==> config.mk <==
export PLATFORM = sky130hd
export DESIGN_NAME = scp_top
export DESIGN_NICKNAME = d
export VERILOG_FILES = /design/src/pkg/scp_pkg.sv /design/src/pkg/scp_flt_if.sv /design/src/rtl/scp_flt.sv /design/src/rtl/scp_tbase.sv /design/src/rtl/scp_top.sv
export VERILOG_INCLUDE_DIRS = /design/src /design/src/pkg
export SDC_FILE = /design/constraint.sdc
export NUM_CORES = 1
export LEC_CHECK = 0
export CELL_PAD_IN_SITES_DETAIL_PLACEMENT = 1
export CELL_PAD_IN_SITES_GLOBAL_PLACEMENT = 2
export CORE_ASPECT_RATIO = 0.5
export CORE_MARGIN = 1.5
export CORE_UTILIZATION = 41
export CTS_BUF_LIST = sky130_fd_sc_hd__clkbuf_4
export CTS_CLUSTER_SIZE = 40
export DETAILED_ROUTE_END_ITERATION = 8
export DONT_BUFFER_PORTS = 1
export PLACE_DENSITY = 0.81
export SYNTH_ARGS = -nofsm -noshare
export SYNTH_HDL_FRONTEND = slang
export SYNTH_SLANG_ARGS = --single-unit
export TNS_END_PERCENT = 20
==> constraint.sdc <==
create_clock -name pclk -period 3.7 [get_ports pclk]
set_input_delay 0.37 -clock pclk [delete_from_list [all_inputs] [get_ports pclk]]
set_output_delay 0.37 -clock pclk [all_outputs]
set_load 0.01 [all_outputs]
==> src/pkg/scp_regs.svh <==
`ifndef SCP_REGS_SVH
`define SCP_REGS_SVH
// ==========================================================
// register byte offsets on apb
`define SCP_CMD_OFS   8'h00
`define SCP_STAT_OFS  8'h04
// ==========================================================
// command word fields
`define SCP_MDA_BIT   11
`define SCP_CA_MSB    10
`define SCP_CA_LSB    7
`define SCP_PHA_BIT   6
`define SCP_MDB_BIT   5
`define SCP_CB_MSB    4
`define SCP_CB_LSB    1
`define SCP_PHB_BIT   0
`define SCP_CMD_RST   12'h000
// ==========================================================
// status word fields
`define SCP_LD_MSB    11
`define SCP_LD_LSB    9
`define SCP_ONE_BIT   8
`define SCP_OT_BIT    7
`define SCP_HIGH_SIDE_FAULT_BIT  4
`define SCP_OCB_BIT   1
`define SCP_OCA_BIT   0
// ==========================================================
// timing
`define SCP_CLK_NS    20
`define SCP_BLANK_NS0 600
`define SCP_BLANK_NS1 900
`define SCP_BLANK_NS2 1200
`define SCP_BLANK_NS3 1500
`define SCP_CYC(ns)   (((ns) + `SCP_CLK_NS - 1) / `SCP_CLK_NS)
`define SCP_OC_TRIPS  3
`define SCP_OC_HOLD   63
`define SCP_OC_QUIET  63
`endif

==> src/pkg/scp_pkg.sv <==
package scp_pkg;
  // chopper phase of one bridge
  typedef enum logic [2:0] {
    CH_IDLE = 3'b000,
    CH_ON   = 3'b001,
    CH_FAST = 3'b011,
    CH_SLOW = 3'b010,
    CH_KILL = 3'b110
  } scp_ch_e;
  typedef logic [11:0] scp_word_t;
  // gate order {high1, high2, low1, low2}
  typedef logic [3:0]  scp_gate_t;
endpackage : scp_pkg

==> src/pkg/scp_flt_if.sv <==
`timescale 1ns/1ps
interface scp_flt_if;
  logic oc_evt;
  logic tick;
  logic clr;
  logic flag;
  logic hold;
  modport cnt (input oc_evt, tick, clr, output flag, hold);
  modport ctl (output oc_evt, tick, clr, input flag, hold);
endinterface : scp_flt_if

==> src/rtl/scp_flt.sv <==
`timescale 1ns/1ps
`include "scp_regs.svh"
module scp_flt
  import scp_pkg::*;
(
  // clock and reset
  input  wire logic pclk,
  input  wire logic presetn,
  input  wire logic ce,
  // fault path
  scp_flt_if.cnt    f
);
  typedef struct packed {
    logic [1:0] trips;
    logic [6:0] quiet;
    logic [5:0] hold;
    logic       flag;
  } scp_flt_s;
  scp_flt_s st_reg, st_next;

  always_comb begin
    st_next = st_reg;
    if (f.tick) begin
      if (st_reg.hold != '0) st_next.hold = st_reg.hold - 6'h01;
      if (st_reg.quiet <= 7'(`SCP_OC_QUIET)) begin
        st_next.quiet = st_reg.quiet + 7'h01;
      end
    end
    if (st_reg.quiet > 7'(`SCP_OC_QUIET)) st_next.trips = '0;
    if (f.clr) begin
      st_next.flag  = 1'b0;
      st_next.hold  = '0;
      st_next.trips = '0;
    end
    if (f.oc_evt) begin
      st_next.quiet = '0;
      if (st_reg.trips == 2'(`SCP_OC_TRIPS - 1)) begin
        st_next.trips = '0;
        st_next.flag  = 1'b1;
        st_next.hold  = 6'(`SCP_OC_HOLD);
      end else begin
        st_next.trips = st_reg.trips + 2'h1;
      end
    end
  end

  always_ff @(posedge pclk or negedge presetn) begin
    if (!presetn) begin
      st_reg <= '0;
    end else if (ce) begin
      st_reg <= st_next;
    end
  end

  assign f.flag = st_reg.flag;
  assign f.hold = st_reg.hold != '0;
endmodule : scp_flt

==> src/rtl/scp_tbase.sv <==
`timescale 1ns/1ps
module scp_tbase
  import scp_pkg::*;
#(
  parameter int PWM_CYC = 1389,
  parameter int CW      = 11
)(
  // clock and reset
  input  wire logic pclk,
  input  wire logic presetn,
  input  wire logic ce,
  // cycle starts
  output logic      start_a,
  output logic      start_b
);
  localparam logic [CW-1:0] LAST = CW'(PWM_CYC - 1);
  localparam logic [CW-1:0] HALF = CW'(PWM_CYC / 2);

  typedef struct packed {
    logic [CW-1:0] cnt;
  } scp_tb_s;
  scp_tb_s st_reg, st_next;

  always_comb begin
    st_next = st_reg;
    st_next.cnt = (st_reg.cnt == LAST) ? '0 : st_reg.cnt + 1'b1;
  end

  always_ff @(posedge pclk or negedge presetn) begin
    if (!presetn) begin
      st_reg <= '0;
    end else if (ce) begin
      st_reg <= st_next;
    end
  end

  // coil b runs half a period behind coil a
  assign start_a = ce && (st_reg.cnt == '0);
  assign start_b = ce && (st_reg.cnt == HALF);
endmodule : scp_tbase

==> src/rtl/scp_top.sv <==
// Added by the designer: the APB interface to the registers and the placing of the registers.
`timescale 1ns/1ps
`include "scp_regs.svh"
// ==========================================================
module scp_top
  import scp_pkg::*;
#(
  parameter int PWM_CYC    = 1389,
  parameter int FAST_MAX   = 347,
  parameter int LOAD_SHIFT = 5
)(
  // clock, reset, enable
  input  wire logic        pclk,
  input  wire logic        presetn,
  input  wire logic        ce,
  // apb slave
  input  wire logic        psel,
  input  wire logic        penable,
  input  wire logic        pwrite,
  input  wire logic [7:0]  paddr,
  input  wire logic [31:0] pwdata,
  output logic      [31:0] prdata,
  output logic             pready,
  output logic             pslverr,
  // static pins and comparators
  input  wire logic        disable_pin,
  input  wire logic        blank_select_low,
  input  wire logic        blank_select_high,
  input  wire logic        overtemp_cmp,
  input  wire logic        trip_cmp_a,
  input  wire logic        trip_cmp_b,
  input  wire logic        ls_oc_cmp_a,
  input  wire logic        ls_oc_cmp_b,
  input  wire logic        hs_oc_cmp,
  // bridge gates and mode
  output scp_gate_t        gate_a,
  output scp_gate_t        gate_b,
  output logic             standby
);
  localparam int CW = 11;
  localparam logic [CW-1:0] FMAX = CW'(FAST_MAX);

  if (PWM_CYC < 160 || PWM_CYC > 2047 || FAST_MAX >= PWM_CYC
      || LOAD_SHIFT < 0 || LOAD_SHIFT > 8) begin : g_chk
    $error("scp_top: parameters out of range");
  end

  // ========================================================
  // state
  typedef struct packed {
    scp_word_t          cmd;
    scp_word_t          rdata;
    logic               ot;
    logic               sb;
    logic [2:0]         load;
    logic [1:0]         pol_q;
    scp_ch_e [1:0]      ch;
    logic [1:0][6:0]    blank;
    logic [1:0][CW-1:0] on_cnt;
    logic [1:0][CW-1:0] on_meas;
    logic [1:0][CW-1:0] fast_cnt;
    scp_gate_t [1:0]    gate;
  } scp_top_s;
  scp_top_s st_reg, n;

  logic [1:0][3:0] cur;
  logic [1:0]      pol;
  logic [1:0]      md;
  logic [1:0]      trip;
  logic [1:0]      start;
  logic [1:0]      ls_cmp;
  logic [1:0]      ls_evt;
  logic [1:0]      kill;
  logic [1:0]      off;
  logic [1:0]      blank_on;
  logic [1:0]      pol_chg;
  logic [1:0]      hold_lo;
  logic            hs_evt;
  logic            both_zero;
  logic            apb_setup;
  logic            apb_wr;
  logic            hit;
  logic            zero_wr;
  logic            stat_wr;
  logic [6:0]      blank_len;
  scp_word_t       stat_word;
  scp_word_t       rd_mux;

  // ========================================================
  // helpers
  // fast decay shrinks with on time
  function automatic logic [CW-1:0] fast_len(input logic [CW-1:0] t);
    fast_len = (t >= FMAX) ? '0 : FMAX - t;
  endfunction : fast_len

  // short on time means little back-emf
  function automatic logic [2:0] load_of(input logic [CW-1:0] t);
    logic [CW-1:0] s;
    s = t >> LOAD_SHIFT;
    load_of = (s > CW'(7)) ? 3'h7 : s[2:0];
  endfunction : load_of

  function automatic scp_gate_t gate_of(input scp_ch_e c, input logic p);
    unique case (c)
      CH_ON:            gate_of = p ? 4'h6 : 4'h9;
      CH_FAST:          gate_of = p ? 4'h1 : 4'h2;
      CH_SLOW, CH_IDLE: gate_of = 4'h3;
      default:          gate_of = 4'h0;
    endcase
  endfunction : gate_of

  // ========================================================
  // command decode
  assign cur[0]    = st_reg.cmd[`SCP_CA_MSB:`SCP_CA_LSB];
  assign cur[1]    = st_reg.cmd[`SCP_CB_MSB:`SCP_CB_LSB];
  assign pol[0]    = st_reg.cmd[`SCP_PHA_BIT];
  assign pol[1]    = st_reg.cmd[`SCP_PHB_BIT];
  assign md[0]     = st_reg.cmd[`SCP_MDA_BIT];
  assign md[1]     = st_reg.cmd[`SCP_MDB_BIT];
  assign trip      = {trip_cmp_b, trip_cmp_a};
  assign ls_cmp    = {ls_oc_cmp_b, ls_oc_cmp_a};
  assign both_zero = (cur[0] == 4'h0) && (cur[1] == 4'h0);
  assign pol_chg   = pol ^ st_reg.pol_q;

  always_comb begin
    unique case ({blank_select_high, blank_select_low})
      2'b00: blank_len = 7'(`SCP_CYC(`SCP_BLANK_NS0));
      2'b01: blank_len = 7'(`SCP_CYC(`SCP_BLANK_NS1));
      2'b10: blank_len = 7'(`SCP_CYC(`SCP_BLANK_NS2));
      2'b11: blank_len = 7'(`SCP_CYC(`SCP_BLANK_NS3));
    endcase
  end

  // ========================================================
  // timebase and fault counters
  // shared period, half offset
  scp_tbase #(
    .PWM_CYC (PWM_CYC),
    .CW      (CW)
  ) u_tb (
    .pclk    (pclk),
    .presetn (presetn),
    .ce      (ce),
    .start_a (start[0]),
    .start_b (start[1])
  );

  scp_flt_if fa ();
  scp_flt_if fb ();
  scp_flt_if fh ();

  for (genvar g = 0; g < 2; g++) begin : g_blank
    assign blank_on[g] = st_reg.blank[g] != '0;
    assign ls_evt[g] = ce && ls_cmp[g] && !blank_on[g] && !disable_pin
                       && st_reg.ch[g] != CH_KILL;
    assign kill[g] = ls_evt[g] || hs_evt;
    // overheat and disable turn all off
    assign off[g] = disable_pin || overtemp_cmp || both_zero
                    || hold_lo[g] || fh.hold;
  end

  assign hs_evt = ce && hs_oc_cmp && !(|blank_on) && !disable_pin
                  && (st_reg.ch[0] != CH_KILL || st_reg.ch[1] != CH_KILL);

  assign apb_setup = ce && psel && !penable;
  assign apb_wr    = ce && psel && penable && pwrite;
  assign hit       = paddr == `SCP_CMD_OFS || paddr == `SCP_STAT_OFS;
  assign stat_wr   = apb_wr && paddr == `SCP_STAT_OFS;
  assign zero_wr   = apb_wr && paddr == `SCP_CMD_OFS
                     && pwdata[`SCP_CA_MSB:`SCP_CA_LSB] == 4'h0
                     && pwdata[`SCP_CB_MSB:`SCP_CB_LSB] == 4'h0;

  assign fa.oc_evt = ls_evt[0];
  assign fb.oc_evt = ls_evt[1];
  assign fh.oc_evt = hs_evt;
  assign fa.tick   = start[0];
  assign fb.tick   = start[1];
  assign fh.tick   = start[0];
  // write one to a flag ends its hold
  assign fa.clr = ce && (disable_pin || zero_wr
                  || (stat_wr && pwdata[`SCP_OCA_BIT]));
  assign fb.clr = ce && (disable_pin || zero_wr
                  || (stat_wr && pwdata[`SCP_OCB_BIT]));
  assign fh.clr = ce && (disable_pin || zero_wr
                  || (stat_wr && pwdata[`SCP_HIGH_SIDE_FAULT_BIT]));
  assign hold_lo = {fb.hold, fa.hold};

  scp_flt u_flt_a (.pclk(pclk), .presetn(presetn), .ce(ce), .f(fa));
  scp_flt u_flt_b (.pclk(pclk), .presetn(presetn), .ce(ce), .f(fb));
  scp_flt u_flt_h (.pclk(pclk), .presetn(presetn), .ce(ce), .f(fh));

  // ========================================================
  // register read
  always_comb begin
    stat_word = '0;
    stat_word[`SCP_LD_MSB:`SCP_LD_LSB] = st_reg.load;
    stat_word[`SCP_ONE_BIT]  = 1'b1;
    stat_word[`SCP_OT_BIT]   = st_reg.ot;
    stat_word[`SCP_HIGH_SIDE_FAULT_BIT] = fh.flag;
    stat_word[`SCP_OCB_BIT]  = fb.flag;
    stat_word[`SCP_OCA_BIT]  = fa.flag;
  end

  always_comb begin
    rd_mux = '0;
    if (paddr == `SCP_CMD_OFS) rd_mux = st_reg.cmd;
    else if (paddr == `SCP_STAT_OFS) rd_mux = stat_word;
  end

  // ========================================================
  // next state
  always_comb begin
    n = st_reg;
    n.ot = overtemp_cmp;
    n.pol_q = pol;
    // read data sampled in setup so prdata comes from a flop
    if (apb_setup) n.rdata = rd_mux;
    if (apb_wr && paddr == `SCP_CMD_OFS) n.cmd = pwdata[11:0];
    for (int i = 0; i < 2; i++) begin
      if (blank_on[i]) n.blank[i] = st_reg.blank[i] - 7'h01;
      if (st_reg.ch[i] == CH_ON && st_reg.on_cnt[i] != '1) begin
        n.on_cnt[i] = st_reg.on_cnt[i] + 1'b1;
      end
      unique case (st_reg.ch[i])
        CH_IDLE, CH_SLOW, CH_KILL: ;
        CH_ON: begin
          if (!blank_on[i] && trip[i]) begin
            n.on_meas[i]  = st_reg.on_cnt[i];
            n.blank[i]    = blank_len;
            n.fast_cnt[i] = fast_len(st_reg.on_cnt[i]);
            n.ch[i] = (md[i] && n.fast_cnt[i] != '0) ? CH_FAST : CH_SLOW;
          end
        end
        CH_FAST: begin
          n.fast_cnt[i] = st_reg.fast_cnt[i] - 1'b1;
          if (st_reg.fast_cnt[i] <= CW'(1)) begin
            n.ch[i]    = CH_SLOW;
            n.blank[i] = blank_len;
          end
        end
        default: n.ch[i] = CH_IDLE;
      endcase
      // zero current parks in slow decay unless both currents are zero
      if (cur[i] == 4'h0) begin
        n.ch[i] = CH_IDLE;
      end else if (start[i] || pol_chg[i]) begin
        n.ch[i]     = CH_ON;
        n.on_cnt[i] = '0;
        n.blank[i]  = blank_len;
      end
      if (kill[i] || off[i]) n.ch[i] = CH_KILL;
      n.gate[i] = gate_of(n.ch[i], pol[i]);
      if (pol_chg[i] && !md[i]) n.load = load_of(st_reg.on_meas[i]);
    end
    if (disable_pin) n = '0;
    n.sb = disable_pin || (n.cmd[`SCP_CA_MSB:`SCP_CA_LSB] == 4'h0
           && n.cmd[`SCP_CB_MSB:`SCP_CB_LSB] == 4'h0);
  end

  always_ff @(posedge pclk or negedge presetn) begin
    if (!presetn) begin
      st_reg <= '0;
    end else if (ce) begin
      st_reg <= n;
    end
  end

  // ========================================================
  // outputs
  assign prdata  = {20'h00000, st_reg.rdata};
  assign pready  = ce;
  assign pslverr = ce && psel && penable && !hit;
  assign gate_a  = st_reg.gate[0];
  assign gate_b  = st_reg.gate[1];
  assign standby = st_reg.sb;
endmodule : scp_top
==> out/qor.yml <==
status: "finished, violations left"
violations: "negative hold slack"
drtAntennaViolNets: 0
critPathTopFamily: "simple AND/OR/NAND/NOR gates"
wl_per_cell_um: 20.8
grt_usage_pct: 24.0
synth_edf_count: 0
tightest_slew_ps: 948
max_freq_mhz: 309
arrival_ps: 3790
worst-path-buf-inv: 1
endpoint_kind: "flop"
cts_sinks: 174
period_share_pct: 87.4
dp.cells: 1453
r2r_end: "gate_a[2]$_DFFE_PN0P_"
power_mw: 4.67
ys_seq_elements: 174
yosysSeqAreaShare_pct: 41.4
cts-root-buf: "clkbuf_4"
drt_drc_violations_left: 0
path_cells: "inv_1, ha_1, or3b_1, nor3_1, o211ai_1, or2_2, or4_1, o31ai_1"
port_buffers: 0
vias_per_cell: 6.01
synth.distinct_cells: 81
grt_max_degree: 175
p_int_mw: 3.04
post_cts_buffers: 0
cp-start-kind: "flop"
preCtsSetupSlack_ps: 548
grt_pass1_vias: 9125
initial_core_util_pct: 41.7
htreeDepth: 4
ioPinCount: 98
reg2regPathDepth: 8
synth_cells: 1168
clk_path_buf_depth: 2
post-route-util_pct: 44.5
clock_skew_ps: 26.4
gp_congestion: 0.815
fin_ws_ps: 465
slowest_stage: "or4_1"
slew_headroom_pct: 36.2
cts_made_buffers: 17
synth.cell_area_sq_um: 10500
pwr-share-comb_pct: 23.3
path_clk_slew_ps: 170
p_leak_nw: 4.89
synth_area_leader_cell: "dfrtp_1"
placed_cell_area_sq_um: 10600
rsz0062_at_grt: "no"
syn_avg_cell_area_sq_um: 9.00
grt_pass1_wl_um: 50000
largest_register_ffs: 82
tritoncts: "yes"
clkLatencyLatePin_ps: 650
syn2layout_area_growth_pct: 6.62
synth_flop_cell: "dfrtp_1"
stdcell_area_sq_um: 11200
fp.coreArea_sq_um: 25200
finalCriticalPeriod_ps: 3230
power_density_nw_per_um2: 417
maxCapViolCount: 0
finalMaxSlewViolations: 0
die_x_um: 229
vdd_drop_max_mv: 0.198
swShare_pct: 34.8
drive_gt1_share_pct: 6.98
wirelength_um: 31400
pwr-share-clk_pct: 28.5
nets: 1229
drt-pass1-iter-count: 5
path_max_fanout: 4
r2r_start: "u_flt_h.st_reg[1]$_DFFE_PN0P_"
antenna_found_initial: 2
r2r_setup_slack_ps: 470
synthTopCellsByArea: "dfrtp_1 (41%), nor2_1 (4.0%), o21ai_0 (4.0%), nand2_1 (3.6%), ha_1 (3.1%)"
yosys_warnings: 0
dieHeight_um: 116
critical_path_class: "reg -> reg"
dp_hpwl_um: 21100
synth_top_cell_area_share_pct: 41.4
num_vias: 9052
setup_viol_count_final: 0
whs_ps: -603
switchingPower_mw: 1.62
synthArstFlopShare_pct: 100
post_cts_resized: 0
rows: 41
setup_tns_ps: 0
max_stage_delay_ps: 610
hold_viol_final: 174
die_area_sq_um: 26700
seqPwrFrac_pct: 48.2
finalNonFillerCells: 1506
min_path_type: "in -> async"
first_iter_violations: 638
cts_hold_buf: 20
grt_overflow: 0
required_ps: 4250
==> per-layer routing <==
layer / vias to the layer above / global-route usage (%) / wire length, um / part of all wire, %
met4: 0 / 6.62 / 458 / 1.5
met5: - / 0 / 0 / 0
met1: 4648 / 33.1 / 15500 / 49
met3: 26 / 4.17 / 1050 / 3.3
li1: 4228 / - / - / -
met2: 150 / 39.0 / 14400 / 46
==> area by class of cell <==
| cell class | count | area (sq um) |
|---|---|---|
| fill | 2942 | 14000 |
| multi-input combinational | 871 | 5530 |
| sequential | 174 | 4350 |
| tap | 344 | 430 |
| timing repair buffer | 41 | 385 |
| clock inverter | 15 | 209 |
| inverter | 43 | 161 |
| clock buffer | 17 | 128 |
| antenna | 1 | 2.50 |
==> synth_stat cells (all sizes together), types with 20 or more instances <==
cell type and n:
dfrtp 174, nor2 113, nand2 100, o21ai 90
clkbuf 52, nor3 50, buf 47, inv 43
a21oi 33, o2bb2ai 30, xor2 28, mux2i 27
ha 26, nand3 26, nor4 25, a22o 24
nand4 22, a31oi 20
==> placed cells by master (no fill, tap or decap), types with 16 or more instances in the layout <==
| master | netlist | final |
|---|---|---|
| dlygate4sd3_1 | 0 | 18 |
| o31ai_1 | 17 | 17 |
| conb_1 | 1 | 20 |
| nor2_1 | 112 | 112 |
| nor4_1 | 22 | 22 |
| inv_1 | 42 | 42 |
| nor3_1 | 48 | 48 |
| o22ai_1 | 16 | 16 |
| a22o_1 | 24 | 24 |
| a21oi_1 | 32 | 32 |
| o21ai_0 | 84 | 84 |
| nand3_1 | 26 | 26 |
| o2bb2ai_1 | 29 | 29 |
| mux2i_1 | 27 | 27 |
| ha_1 | 26 | 26 |
| xor2_1 | 28 | 28 |
| a31oi_1 | 20 | 20 |
| clkbuf_4 | 0 | 17 |
| xnor2_1 | 17 | 17 |
| buf_4 | 42 | 21 |
| dfrtp_1 | 174 | 174 |
| nand2_1 | 100 | 100 |
| nand4_1 | 22 | 22 |
==> power groups by stage <==
stage	clock (mW)	sequential, mW	combinational [mW]
final	1.33	2.25	1.09
after detailed placement	0	2.28	1.04
after global placement	0	2.27	0.998
after floorplan	0	2.21	0.805
after global routing	1.44	2.27	1.22
after CTS	1.37	2.24	1.08
==> worst max path at each step <==
stage / from / to / slack [ps] / cells after the start
2_1_floorplan: st_reg[74]$_DFFE_PN0P_ / gate_a[2]$_DFFE_PN0P_ / 1070 / 10
3_3_place_gp: u_flt_h.st_reg[1]$_DFFE_PN0P_ / gate_a[2]$_DFFE_PN0P_ / 650 / 8
3_5_place_dp: u_flt_h.st_reg[1]$_DFFE_PN0P_ / gate_a[2]$_DFFE_PN0P_ / 550 / 8
4_1_cts: u_flt_h.st_reg[1]$_DFFE_PN0P_ / gate_a[2]$_DFFE_PN0P_ / 490 / 8
5_1_grt: u_flt_h.st_reg[1]$_DFFE_PN0P_ / gate_a[2]$_DFFE_PN0P_ / 210 / 8
6_report: u_flt_h.st_reg[1]$_DFFE_PN0P_ / gate_a[2]$_DFFE_PN0P_ / 470 / 8
==> logic make-up after synthesis <==
logic type | share of synthesized area (%)
adders and majority gates | 3.10
xor gates and xnor gates | 3.75
DFF | 41.4
muxes | 3.14
AOI/OAI and AO/OA | 20.6
and+or+nand+nor | 21.3
other | 0.0357
buffers and inverters | 6.61
(Power assumes the default switching activity.)
